[config.mk]
export PLATFORM = sky130hd
export DESIGN_NAME = srst_controller
export DESIGN_NICKNAME = d
export VERILOG_FILES = /design/src/rtl/srst_pkg.sv /design/src/rtl/srst_controller.sv
export SDC_FILE = /design/constraint.sdc
export NUM_CORES = 1
export LEC_CHECK = 0
export BUFFER_PORTS_ARGS = -buffer_cell sky130_fd_sc_hd__buf_2
export CAP_MARGIN = 10
export CORE_AREA = 2 2 148 150
export DETAILED_ROUTE_END_ITERATION = 7
export DIE_AREA = 0 0 150 152
export PLACE_DENSITY = 0.63
export SYNTH_ARGS = -nofsm -noshare
export SYNTH_HDL_FRONTEND = slang
export SYNTH_SLANG_ARGS = --single-unit
[constraint.sdc]
create_clock -name clk -period 3.51 [get_ports clk]
set_input_delay 0.351 -clock clk [delete_from_list [all_inputs] [get_ports clk]]
set_output_delay 0.351 -clock clk [all_outputs]
set_load 0.02 [all_outputs]
[src/rtl/srst_pkg.sv]
// package for the smart reset controller: timing constants and carriers
package srst_pkg;
   // ---------------------------------------------------------------
   // clock and timing
   // ---------------------------------------------------------------
   localparam int CLK_PERIOD_NS      = 100;
   localparam int PIN_FILTER_NS      = 2000;   // reset pin input filter
   localparam int IO_UV_FILTER_NS    = 3000;   // least io filter, 3 us
   localparam int UV_FILTER_NS       = 10000;  // main supply uv filter
   localparam int UV_RELEASE_US      = 10000;  // uv release delay
   localparam int HOLD_TIME_US       = 20000;  // long undervoltage hold
   localparam int NOLATCH_PULSE_US   = 1000;   // no-latch pulse time
   localparam int OV_FIRST_US        = 1000;   // first overvoltage limit
   localparam int OV_SECOND_US       = 10000;  // second overvoltage limit
   localparam int PIN_FILTER_CYC  = (PIN_FILTER_NS + CLK_PERIOD_NS - 1)
                                    / CLK_PERIOD_NS;
   localparam int IO_UV_CYC       = (IO_UV_FILTER_NS + CLK_PERIOD_NS - 1)
                                    / CLK_PERIOD_NS;
   localparam int UV_FILTER_CYC   = (UV_FILTER_NS + CLK_PERIOD_NS - 1)
                                    / CLK_PERIOD_NS;
   localparam int UV_RELEASE_CYC  = UV_RELEASE_US * 1000 / CLK_PERIOD_NS;
   localparam int HOLD_CYC        = HOLD_TIME_US * 1000 / CLK_PERIOD_NS;
   localparam int NOLATCH_CYC     = NOLATCH_PULSE_US * 1000 / CLK_PERIOD_NS;
   localparam int OV_FIRST_CYC    = OV_FIRST_US * 1000 / CLK_PERIOD_NS;
   localparam int OV_SECOND_CYC   = OV_SECOND_US * 1000 / CLK_PERIOD_NS;
   localparam int CNT_W           = 24;
   localparam int UV_DISABLE_BIT  = 3;       // bit in configuration reg six
   // ---------------------------------------------------------------
   // carriers
   // ---------------------------------------------------------------
   typedef struct packed {
      logic crank_undervoltage_flag;
      logic long_undervoltage_reset_flag;
      logic nolatch_pulse_flag;
      logic battery_overvoltage_flag;
   } srst_flags_t;
   typedef struct packed {
      logic logic_reset;      // main internal logic under reset
      logic lb_reset;         // low-battery driver logic under reset
      logic drivers_off;      // all drivers off, configuration kept
      logic supplies_off;     // relay driver and regulators off
      logic output_disable_bit;
   } srst_ctrl_t;
   typedef enum logic [2:0] {
      SRST_IDLE    = 3'b001,
      SRST_ACTIVE  = 3'b010,
      SRST_RELEASE = 3'b100
   } srst_state_t;
endpackage : srst_pkg

[src/rtl/srst_controller.sv]
// smart reset controller: combines reset sources and drives the reset pin
`timescale 1ns/1ns
`default_nettype none
module srst_controller
   import srst_pkg::*;
(
   // clock and reset
   input  wire logic        clk,
   input  wire logic        resetn,
   // supply and event monitors
   input  wire logic        main_logic_supply_low,
   input  wire logic        main_logic_supply_high,
   input  wire logic        io_supply_low,
   input  wire logic        battery_overvoltage,
   input  wire logic        power_down,
   input  wire logic        key_on,
   input  wire logic        watchdog_reset_source,
   input  wire logic        watchdog_alarm,
   // host settings
   input  wire logic [7:0]  configuration_register_six,
   input  wire logic        nolatch_reset_enable,
   input  wire logic        latch_enable_low,
   input  wire logic        latch_timeout,
   input  wire logic        diag_read,
   // reset pin, open drain
   input  wire logic        reset_pin_in,
   output logic             reset_pin_out,
   output logic             reset_pin_oe,
   // alarm pin, open drain
   output logic             watchdog_alarm_output,
   output logic             watchdog_alarm_oe,
   // status and control towards the rest of the device
   output srst_flags_t      flags,
   output srst_ctrl_t       ctrl,
   output logic             system_enable
);
   // ---------------------------------------------------------------
   // filters and timers
   // ---------------------------------------------------------------
   logic [CNT_W-1:0] uv_cnt, next_uv_cnt;
   logic [CNT_W-1:0] io_cnt, next_io_cnt;
   logic [CNT_W-1:0] ov_cnt, next_ov_cnt;
   logic [CNT_W-1:0] ext_cnt, next_ext_cnt;
   logic [CNT_W-1:0] rel_cnt, next_rel_cnt;
   logic [CNT_W-1:0] nl_cnt, next_nl_cnt;
   logic             key_q, next_key_q;
   logic             supply_ok, next_supply_ok;
   logic             uv_long, next_uv_long;
   logic             uv_src, io_src, ov1, ov2, ext_src, key_rise, latch_mode;
   logic             drive_low, any_src;
   srst_state_t      state, next_state;
   srst_flags_t      next_flags;
   srst_ctrl_t       next_ctrl;
   logic             next_pin_oe, next_alarm_oe, next_sys_en;

   // level filters: each counts while its condition holds
   always_comb begin
      next_uv_cnt  = uv_cnt;
      next_io_cnt  = io_cnt;
      next_ov_cnt  = ov_cnt;
      next_ext_cnt = ext_cnt;
      // main uv ignored while disabled by the host
      if (main_logic_supply_low &&
          !configuration_register_six[UV_DISABLE_BIT]) begin
         if (uv_cnt != CNT_W'(HOLD_CYC)) next_uv_cnt = uv_cnt + 1'b1;
      end else begin
         next_uv_cnt = '0;
      end
      if (io_supply_low) begin
         if (io_cnt != CNT_W'(IO_UV_CYC)) next_io_cnt = io_cnt + 1'b1;
      end else begin
         next_io_cnt = '0;
      end
      if (battery_overvoltage) begin
         if (ov_cnt != CNT_W'(OV_SECOND_CYC)) next_ov_cnt = ov_cnt + 1'b1;
      end else begin
         next_ov_cnt = '0;
      end
      // only an outside low counts, not our own pull
      if (!reset_pin_in && !reset_pin_oe) begin
         if (ext_cnt != CNT_W'(PIN_FILTER_CYC))
            next_ext_cnt = ext_cnt + 1'b1;
      end else begin
         next_ext_cnt = '0;
      end
   end

   assign uv_src   = (uv_cnt >= CNT_W'(UV_FILTER_CYC));
   assign io_src   = (io_cnt == CNT_W'(IO_UV_CYC));
   assign ov1      = (ov_cnt >= CNT_W'(OV_FIRST_CYC));
   assign ov2      = (ov_cnt == CNT_W'(OV_SECOND_CYC));
   assign ext_src  = (ext_cnt == CNT_W'(PIN_FILTER_CYC));
   assign latch_mode = !latch_enable_low;
   // key re-rise in latch mode with no-latch reset enabled, latch_timeout not looked at
   assign key_rise = key_on && !key_q && latch_mode && nolatch_reset_enable;
   // combined sources; power down acts without any filter
   assign any_src  = uv_src || io_src || ov2 || power_down ||
                     watchdog_reset_source || !supply_ok;
   assign drive_low = any_src || (nl_cnt != '0) ||
                      (rel_cnt != '0) || key_rise;

   // ---------------------------------------------------------------
   // sequencer, timers and flags
   // ---------------------------------------------------------------
   always_comb begin
      next_state     = state;
      next_rel_cnt   = rel_cnt;
      next_nl_cnt    = nl_cnt;
      next_key_q     = key_on;
      next_supply_ok = supply_ok;
      next_uv_long   = uv_long;
      next_flags     = flags;
      // a read clears, an event in the same cycle wins
      if (diag_read) begin
         next_flags.crank_undervoltage_flag      = 1'b0;
         next_flags.long_undervoltage_reset_flag = 1'b0;
         next_flags.nolatch_pulse_flag           = 1'b0;
         next_flags.battery_overvoltage_flag     = 1'b0;
      end
      // supply missing at first key-on keeps reset low
      if (main_logic_supply_high) next_supply_ok = 1'b1;
      else if (uv_src || power_down) next_supply_ok = 1'b0;
      if (uv_src) next_flags.crank_undervoltage_flag = 1'b1;
      if (uv_cnt == CNT_W'(HOLD_CYC)) begin
         next_uv_long = 1'b1;
         next_flags.long_undervoltage_reset_flag = 1'b1;
      end
      if (ov1) next_flags.battery_overvoltage_flag = 1'b1;
      if (key_rise) begin
         next_nl_cnt = CNT_W'(NOLATCH_CYC);
         next_flags.nolatch_pulse_flag = 1'b1;
      end else if (nl_cnt != '0) begin
         next_nl_cnt = nl_cnt - 1'b1;
      end
      case (state)
         SRST_IDLE: begin
            if (drive_low) next_state = SRST_ACTIVE;
         end
         SRST_ACTIVE: begin
            if (!any_src && nl_cnt == '0 && !key_rise) begin
               next_state   = SRST_RELEASE;
               next_rel_cnt = uv_long ? CNT_W'(UV_RELEASE_CYC)
                                      : CNT_W'(1);
            end
         end
         SRST_RELEASE: begin
            if (any_src || key_rise) begin
               next_state   = SRST_ACTIVE;
               next_rel_cnt = '0;
            end else if (rel_cnt <= CNT_W'(1)) begin
               next_state   = SRST_IDLE;
               next_rel_cnt = '0;
               next_uv_long = 1'b0;
            end else begin
               next_rel_cnt = rel_cnt - 1'b1;
            end
         end
         default: next_state = SRST_IDLE;
      endcase
   end

   // ---------------------------------------------------------------
   // outputs towards pins and internal logic
   // ---------------------------------------------------------------
   always_comb begin
      next_pin_oe   = (next_state != SRST_IDLE);
      next_alarm_oe = watchdog_alarm;
      // short uv spares low-battery logic, long one does not
      next_ctrl.logic_reset  = next_pin_oe || ext_src;
      next_ctrl.lb_reset     = power_down || ov2 || next_uv_long ||
                               (nl_cnt != '0) || key_rise ||
                               (ext_src && ext_cnt == CNT_W'(PIN_FILTER_CYC)
                                && next_uv_long);
      next_ctrl.drivers_off  = ov1 || next_pin_oe || ext_src;
      next_ctrl.supplies_off = power_down;
      next_ctrl.output_disable_bit = next_ctrl.logic_reset ? 1'b1
                                     : ctrl.output_disable_bit;
      if (!next_ctrl.logic_reset && !ov1)
         next_ctrl.output_disable_bit = 1'b0;
      next_sys_en = (latch_mode && !latch_timeout) || key_on;
   end

   // ---------------------------------------------------------------
   // registers
   // ---------------------------------------------------------------
   always_ff @(posedge clk or negedge resetn) begin
      if (!resetn) begin
         uv_cnt    <= '0;
         io_cnt    <= '0;
         ov_cnt    <= '0;
         ext_cnt   <= '0;
         rel_cnt   <= '0;
         nl_cnt    <= '0;
         key_q     <= 1'b1;   // no false key edge when reset lets go
         supply_ok <= 1'b0;
         uv_long   <= 1'b0;
         state     <= SRST_ACTIVE;
         flags     <= '0;
         ctrl      <= '{1'b1, 1'b1, 1'b1, 1'b0, 1'b1};
         reset_pin_oe      <= 1'b1;
         watchdog_alarm_oe <= 1'b0;
         system_enable     <= 1'b0;
      end else begin
         uv_cnt    <= next_uv_cnt;
         io_cnt    <= next_io_cnt;
         ov_cnt    <= next_ov_cnt;
         ext_cnt   <= next_ext_cnt;
         rel_cnt   <= next_rel_cnt;
         nl_cnt    <= next_nl_cnt;
         key_q     <= next_key_q;
         supply_ok <= next_supply_ok;
         uv_long   <= next_uv_long;
         state     <= next_state;
         flags     <= next_flags;
         ctrl      <= next_ctrl;
         reset_pin_oe      <= next_pin_oe;
         watchdog_alarm_oe <= next_alarm_oe;
         system_enable     <= next_sys_en;
      end
   end

   // open-drain: data always low, only the enable moves
   always_ff @(posedge clk or negedge resetn) begin
      if (!resetn) begin
         reset_pin_out         <= 1'b0;
         watchdog_alarm_output <= 1'b0;
      end else begin
         reset_pin_out         <= 1'b0;
         watchdog_alarm_output <= 1'b0;
      end
   end
endmodule : srst_controller
`default_nettype wire

=== Word level (Yosys, flattened, before mapping) ===
Index checks and enable logic that the tools add are counted.

* Register bits after elaboration: 162
* Input port bits: 23
* Output and inout port bits: 14
* Word-level logic and storage cells: 133

* $add $sub $neg: 6
* Order comparisons: 3
* Equality and inequality tests: 17
* Muxes and demuxes: 33
* Reduce and logical (&&, ||, !) cells: 52

{| class="wikitable"
|+ Operator list
! operator !! count
|-
| 24-bit 2-to-1 mux || 13
|-
| 24-bit by 1-bit adder with 24-bit output, second input constant || 4
|-
| 24-bit by 5-bit == test with 1-bit output, second input constant || 2
|-
| 24-bit by 5-bit inequality test with 1-bit output, second input constant || 2
|-
| 24-bit one-hot mux with 2 select lines || 1
|-
| 24-bit nonzero test || 2
|-
| 24-bit by 1-bit subtractor with 24-bit output, second input constant || 2
|-
| 24-bit by 17-bit == test with 1-bit output, second input constant || 1
|-
| 24-bit by 18-bit == test with 1-bit output, second input constant || 1
|-
| 24-bit by 14-bit >= comparator with 1-bit output, second input constant || 1
|-
| 24-bit by 7-bit >= comparator with 1-bit output, second input constant || 1
|-
| 24-bit by 1-bit <= comparator with 1-bit output, second input constant || 1
|-
| 24-bit logical NOT || 1
|-
| 24-bit by 17-bit inequality test with 1-bit output, second input constant || 1
|-
| 24-bit by 18-bit inequality test with 1-bit output, second input constant || 1
|-
| 1-bit logical OR || 19
|-
| 17-bit 2-to-1 mux || 1
|-
| 2-bit nonzero test || 8
|-
| 1-bit 2-to-1 mux || 12
|-
| 3-bit 2-to-1 mux || 4
|-
| 1-bit logical NOT || 11
|-
| 1-bit logical AND || 10
|-
| 3-bit one-hot mux with 3 select lines || 1
|-
| 2-bit by 1-bit inequality test with 1-bit output, second input constant || 4
|-
| 7 further kinds || 7
|}

=== Depth between registers and ports, before layout ===
* Depth in word-level cells: 16
* Depth in mapped cells: 11
* Gate-level depth less buffers: 10

=== Worst setup path before layout ===
Ideal clock, no wire load.

* Path type: register to register
* Start point: register nl_cnt[11]
* End point: register rel_cnt[18]
* Library setup time: 77 ps
* Arrival time: 2728 ps
* Required time: 3433 ps
* Setup slack: 704 ps
* Cell stages (with the launch flop): 10
* Path buffers: 2
* Period minus slack after synthesis: 2806 ps
* Cell sequence: dfrtp_1 or4_4 or3_1 buf_6 nor3_4 nand2_2 o21a_1 buf_6 or4_1 a21oi_1

* Cells in the longest elaborated chain, start to end: 5

{| class="wikitable"
|+ Ends and longest elaborated chain
! item !! line !! RTL
|-
| from (decl) || srst_controller.sv:45 || <nowiki>logic [CNT_W-1:0] nl_cnt, next_nl_cnt;</nowiki>
|-
| from (signal assigned) || srst_controller.sv:209 || <nowiki>nl_cnt <= next_nl_cnt;</nowiki>
|-
| 24-bit logical NOT || srst_controller.sv:140 || <nowiki>if (!any_src && nl_cnt == '0 && !key_rise) begin</nowiki>
|-
| 1-bit logical AND (2 in series) || srst_controller.sv:140 ||
|-
| 2-bit inequality test (no line) || -- ||
|-
| 2-bit AND reduction (no line) || -- ||
|-
| to (signal assigned) || srst_controller.sv:208 || <nowiki>rel_cnt <= next_rel_cnt;</nowiki>
|-
| to (decl) || srst_controller.sv:44 || <nowiki>logic [CNT_W-1:0] rel_cnt, next_rel_cnt;</nowiki>
|}

Every way passes these cells.
A chain may end at the register's enable or synchronous reset.

=== Worst setup path in the final report ===
* Start point: register nl_cnt[11]
* End point: register nl_cnt[13]

* Cells in the longest elaborated chain, start to end: 3
* Elaborated cells on any way between the ends: 5
* Those cells by class: add/sub: 1; mux: 2; reduce/logical: 2

{| class="wikitable"
|+ Ends and longest elaborated chain
! item !! line !! RTL
|-
| 24-bit by 1-bit subtractor with 24-bit output || srst_controller.sv:133 || <nowiki>next_nl_cnt = nl_cnt - 1'b1;</nowiki>
|-
| 24-bit 2-to-1 mux || srst_controller.sv:132 || <nowiki>end else if (nl_cnt != '0) begin</nowiki>
|-
| 24-bit 2-to-1 mux || srst_controller.sv:129 || <nowiki>if (key_rise) begin</nowiki>
|}

Several ways; a longest one is shown, not always the timed one. The select of a mux whose other input is x is not followed.

==> reports/metrics.csv <==
stage,metric,value,unit
die,dieHeight,152,um
yosys,yosysUniqueCellTypes,59,
worst_setup_path,worst_setup_path_end_kind,register,
sta,tightestPinTransition,0.9132,ns
sta,period_share,84.89,%
final_layout,diodes,0,
die,start_util,39.15,%
detailed_routing,dr.pass1.iters,4,
yosys,synth_simple_gate_area_share,28.58,%
yosys,async_reset_ff_share,100.0,%
cts,ctsRootBufferMaster,clkbuf_16,
min_path,hold_path_class,input port to register,
grt,grt_start_max_net_pins,73,
cts,tritoncts,done,
grt,grt_pass1_wl,29780,um
yosys,synth_top_family_by_area,simple AND/OR/NAND/NOR gates,
die,row_count,54,
cts,clkTransAtPathRegs,0.06,ns
power,ir_drop,0.0002703,V
status,outcome,"complete, no violations",
final_layout,drive_gt1_share,9.120,%
run,maxCapViolCount,0,
final_layout,area_growth,13.14,%
cts,clk_path_buf_depth,2,
worst_setup_path,crit_arrival,3.29,ns
worst_setup_path,path_class,register to register,
detailed_routing,routedWlPerCell,13.91,um
worst_setup_path,regToRegSetupSlack,0.53,ns
die,die_area,0.02280,sq mm
yosys,netlist_area,0.008358,sq mm
worst_setup_path,reg2reg_depth,7,
yosys,syn_avg_cell_area,9.423,sq um
final_layout,fin_nets,953,
place,gp_congestion,0.8190,
detailed_routing,routed_via_density,5.183,
place,placed_cells,1179,
detailed_routing,wl,16860,um
final_layout,final_common_cell,dfrtp_1,
yosys,ys_ff_latch,162,
detailed_routing,drt_iter0_drc,454,
detailed_routing,vias,6282,
cts,cts.sinks,162,
grt,antenna_found_initial,0,
sta,setup_tns,0,ns
worst_setup_path,crit_required,3.82,ns
sta,setup_violations,0,
grt,grt_pass1_vias,6159,
die,die_w,150,um
yosys,synthMuxAreaShare,0.6138,%
yosys,synth-edff-count,0,
die,core,0.02135,sq mm
yosys,syn_inst,887,
final_layout,fin_cells,1212,
sta,whs,0.02392,ns
sta,slew_viol_final,0,
yosys,synthTopCellsByArea,"dfrtp_1, xor2_1, xnor2_1, nor2_1, and2_1",
sta,finalHoldViolCount,0,
detailed_routing,drc_errors,0,
power,leakage,4.159,nW
min_path,hold_depth,1,
yosys,synth-adder-area-share,1.647,%
sta,timing.fmax,0.3356,GHz
cts,cts_buffers,17,
sta,fin_worst_skew,0.01577,ns
cts,clock_latency,0.43,ns
yosys,synth-compound-area-share,7.171,%
final_layout,layout_common_cells,"dfrtp_1, nor2_1, nand2_1",
detailed_routing,antenna_left,0,
yosys,yosysSeqAreaShare,48.61,%
cts,htreeDepth,4,
place,place_hpwl,11370,um
yosys,synthXorXnorAreaFrac,10.37,%
power,power.density,442.4,mW/mm^2
yosys,yosysTopAreaCell,dfrtp_1,
worst_setup_path,cp_max_fo,8,
grt,gr-total-overflow,0,
sta,fin_crit,2.980,ns
sta,slew_headroom,37.54,%
worst_setup_path,startpoint_type,register,
sta,rsz0062_at_grt,false,
yosys,synth-main-ff-cell,dfrtp_1,
yosys,yosysTopAreaCellShare,46.41,%
die,num_io_pins,37,
grt,track_usage,15.84,%
place,numPortBuffers,27,
yosys,yosysWarnings,0,
-- synth_stat cells, drive strengths merged (2+ instances only) --
master,n
dfrtp,155
o21ai,35
mux2i,4
o31a,2
nor2b,14
or2,4
and2,44
nand2,59
inv,31
clkbuf,24
nor4bb,2
nor3,23
or3,19
a21o,3
and4,8
nor2,110
nand4b,3
ha,11
o41ai,4
nor4,30
xor2,51
nand3b,4
or4,10
xnor2,48
nand4,29
a21oi,26
a31oi,3
dfstp,7
buf,5
o31ai,4
o22ai,5
nand2b,8
nand3,54
nor3b,3
and3,23
a21boi,4
-- layout make-up --
type                            instances  area (sq um)
Tap cell                              280         350.3
Fill cell                            2106         11890
Clock buffer                           24         471.7
Timing Repair Buffer                   41         261.5
Clock inverter                          8         127.6
Inverter                               31         116.4
Multi-Input combinational cell        666          4066
Sequential cell                       162          4063
-- logic make-up (layout without fill, tap and decap cells) --
logic type      count (synthesis)  after routing
simple gates                  451            451
flops                         162            162
xor+xnor                       99             99
compound gates                 98             98
buf+inv                        60            104
fa+ha+maj                      11             11
mux                             5              5
other cells                     1              2
-- final timing paths --
path,from,to
max,nl_cnt[11],nl_cnt[13]
min,watchdog_alarm,watchdog_alarm_oe
max reg2reg,nl_cnt[11],nl_cnt[13]
min reg2reg,flags[1],flags[1]
max in group asynchronous,resetn,ctrl[3]
min in group asynchronous,resetn,watchdog_alarm_oe
-- registers in the layout (all words and copies together), names as in the netlist --
signal and cells:
ext_cnt 24, io_cnt 24, nl_cnt 24, ov_cnt 24, rel_cnt 24, uv_cnt 24, ctrl 5, flags 4
state 3, key_q 1, reset_pin_oe 1, supply_ok 1, system_enable 1, uv_long 1, watchdog_alarm_oe 1
-- layer usage --
| layer | up-vias | part of all wire, % | GRT usage [%] |
|---|---|---|---|
| met1 | 3050 | 49 | 21.71 |
| met2 | 62 | 48 | 25.40 |
| met5 | - | 0 | 0 |
| li1 | 3154 | - | - |
| met4 | 0 | 1.2 | 4.313 |
| met3 | 16 | 2.1 | 3.453 |
-- report_power, final --
group	switching (mW)	internal, mW	leakage (nW)
sequential	0.0585	1.93	2.18
combinational	0.166	0.111	1.69
clock	0.754	1.16	0.285
-- stage by stage --
step	area, sq um	util [%]	setup slack, ns	total power, mW
global placement	8847	41.44	0.5405	2.294
global route	9457	44.29	0.2834	4.357
CTS	9457	44.29	0.5280	4.232
detailed placement	8847	41.44	0.5541	2.300
finish	9457	44.29	0.5304	4.183
floorplan	8362	-	0.7042	2.190
-- critical path, stage by stage, from the launching register on --
cell and delay, ns:
dfrtp_1 0.43, or4_4 0.56, or3_1 0.45, or3_1 0.52, o21ai_0 0.54, nor3_1 0.12, xnor2_1 0.18, nand2_1 0.07
-- what timing repair did --
action / CTS / global route
setup buffers: 0 / 0
gates resized for setup: 0 / 0
setup endpoints to repair: 0 / 0
hold endpoints to repair: 65 / 0
hold buffers: 1 / 0
(Power assumes the default switching activity.)
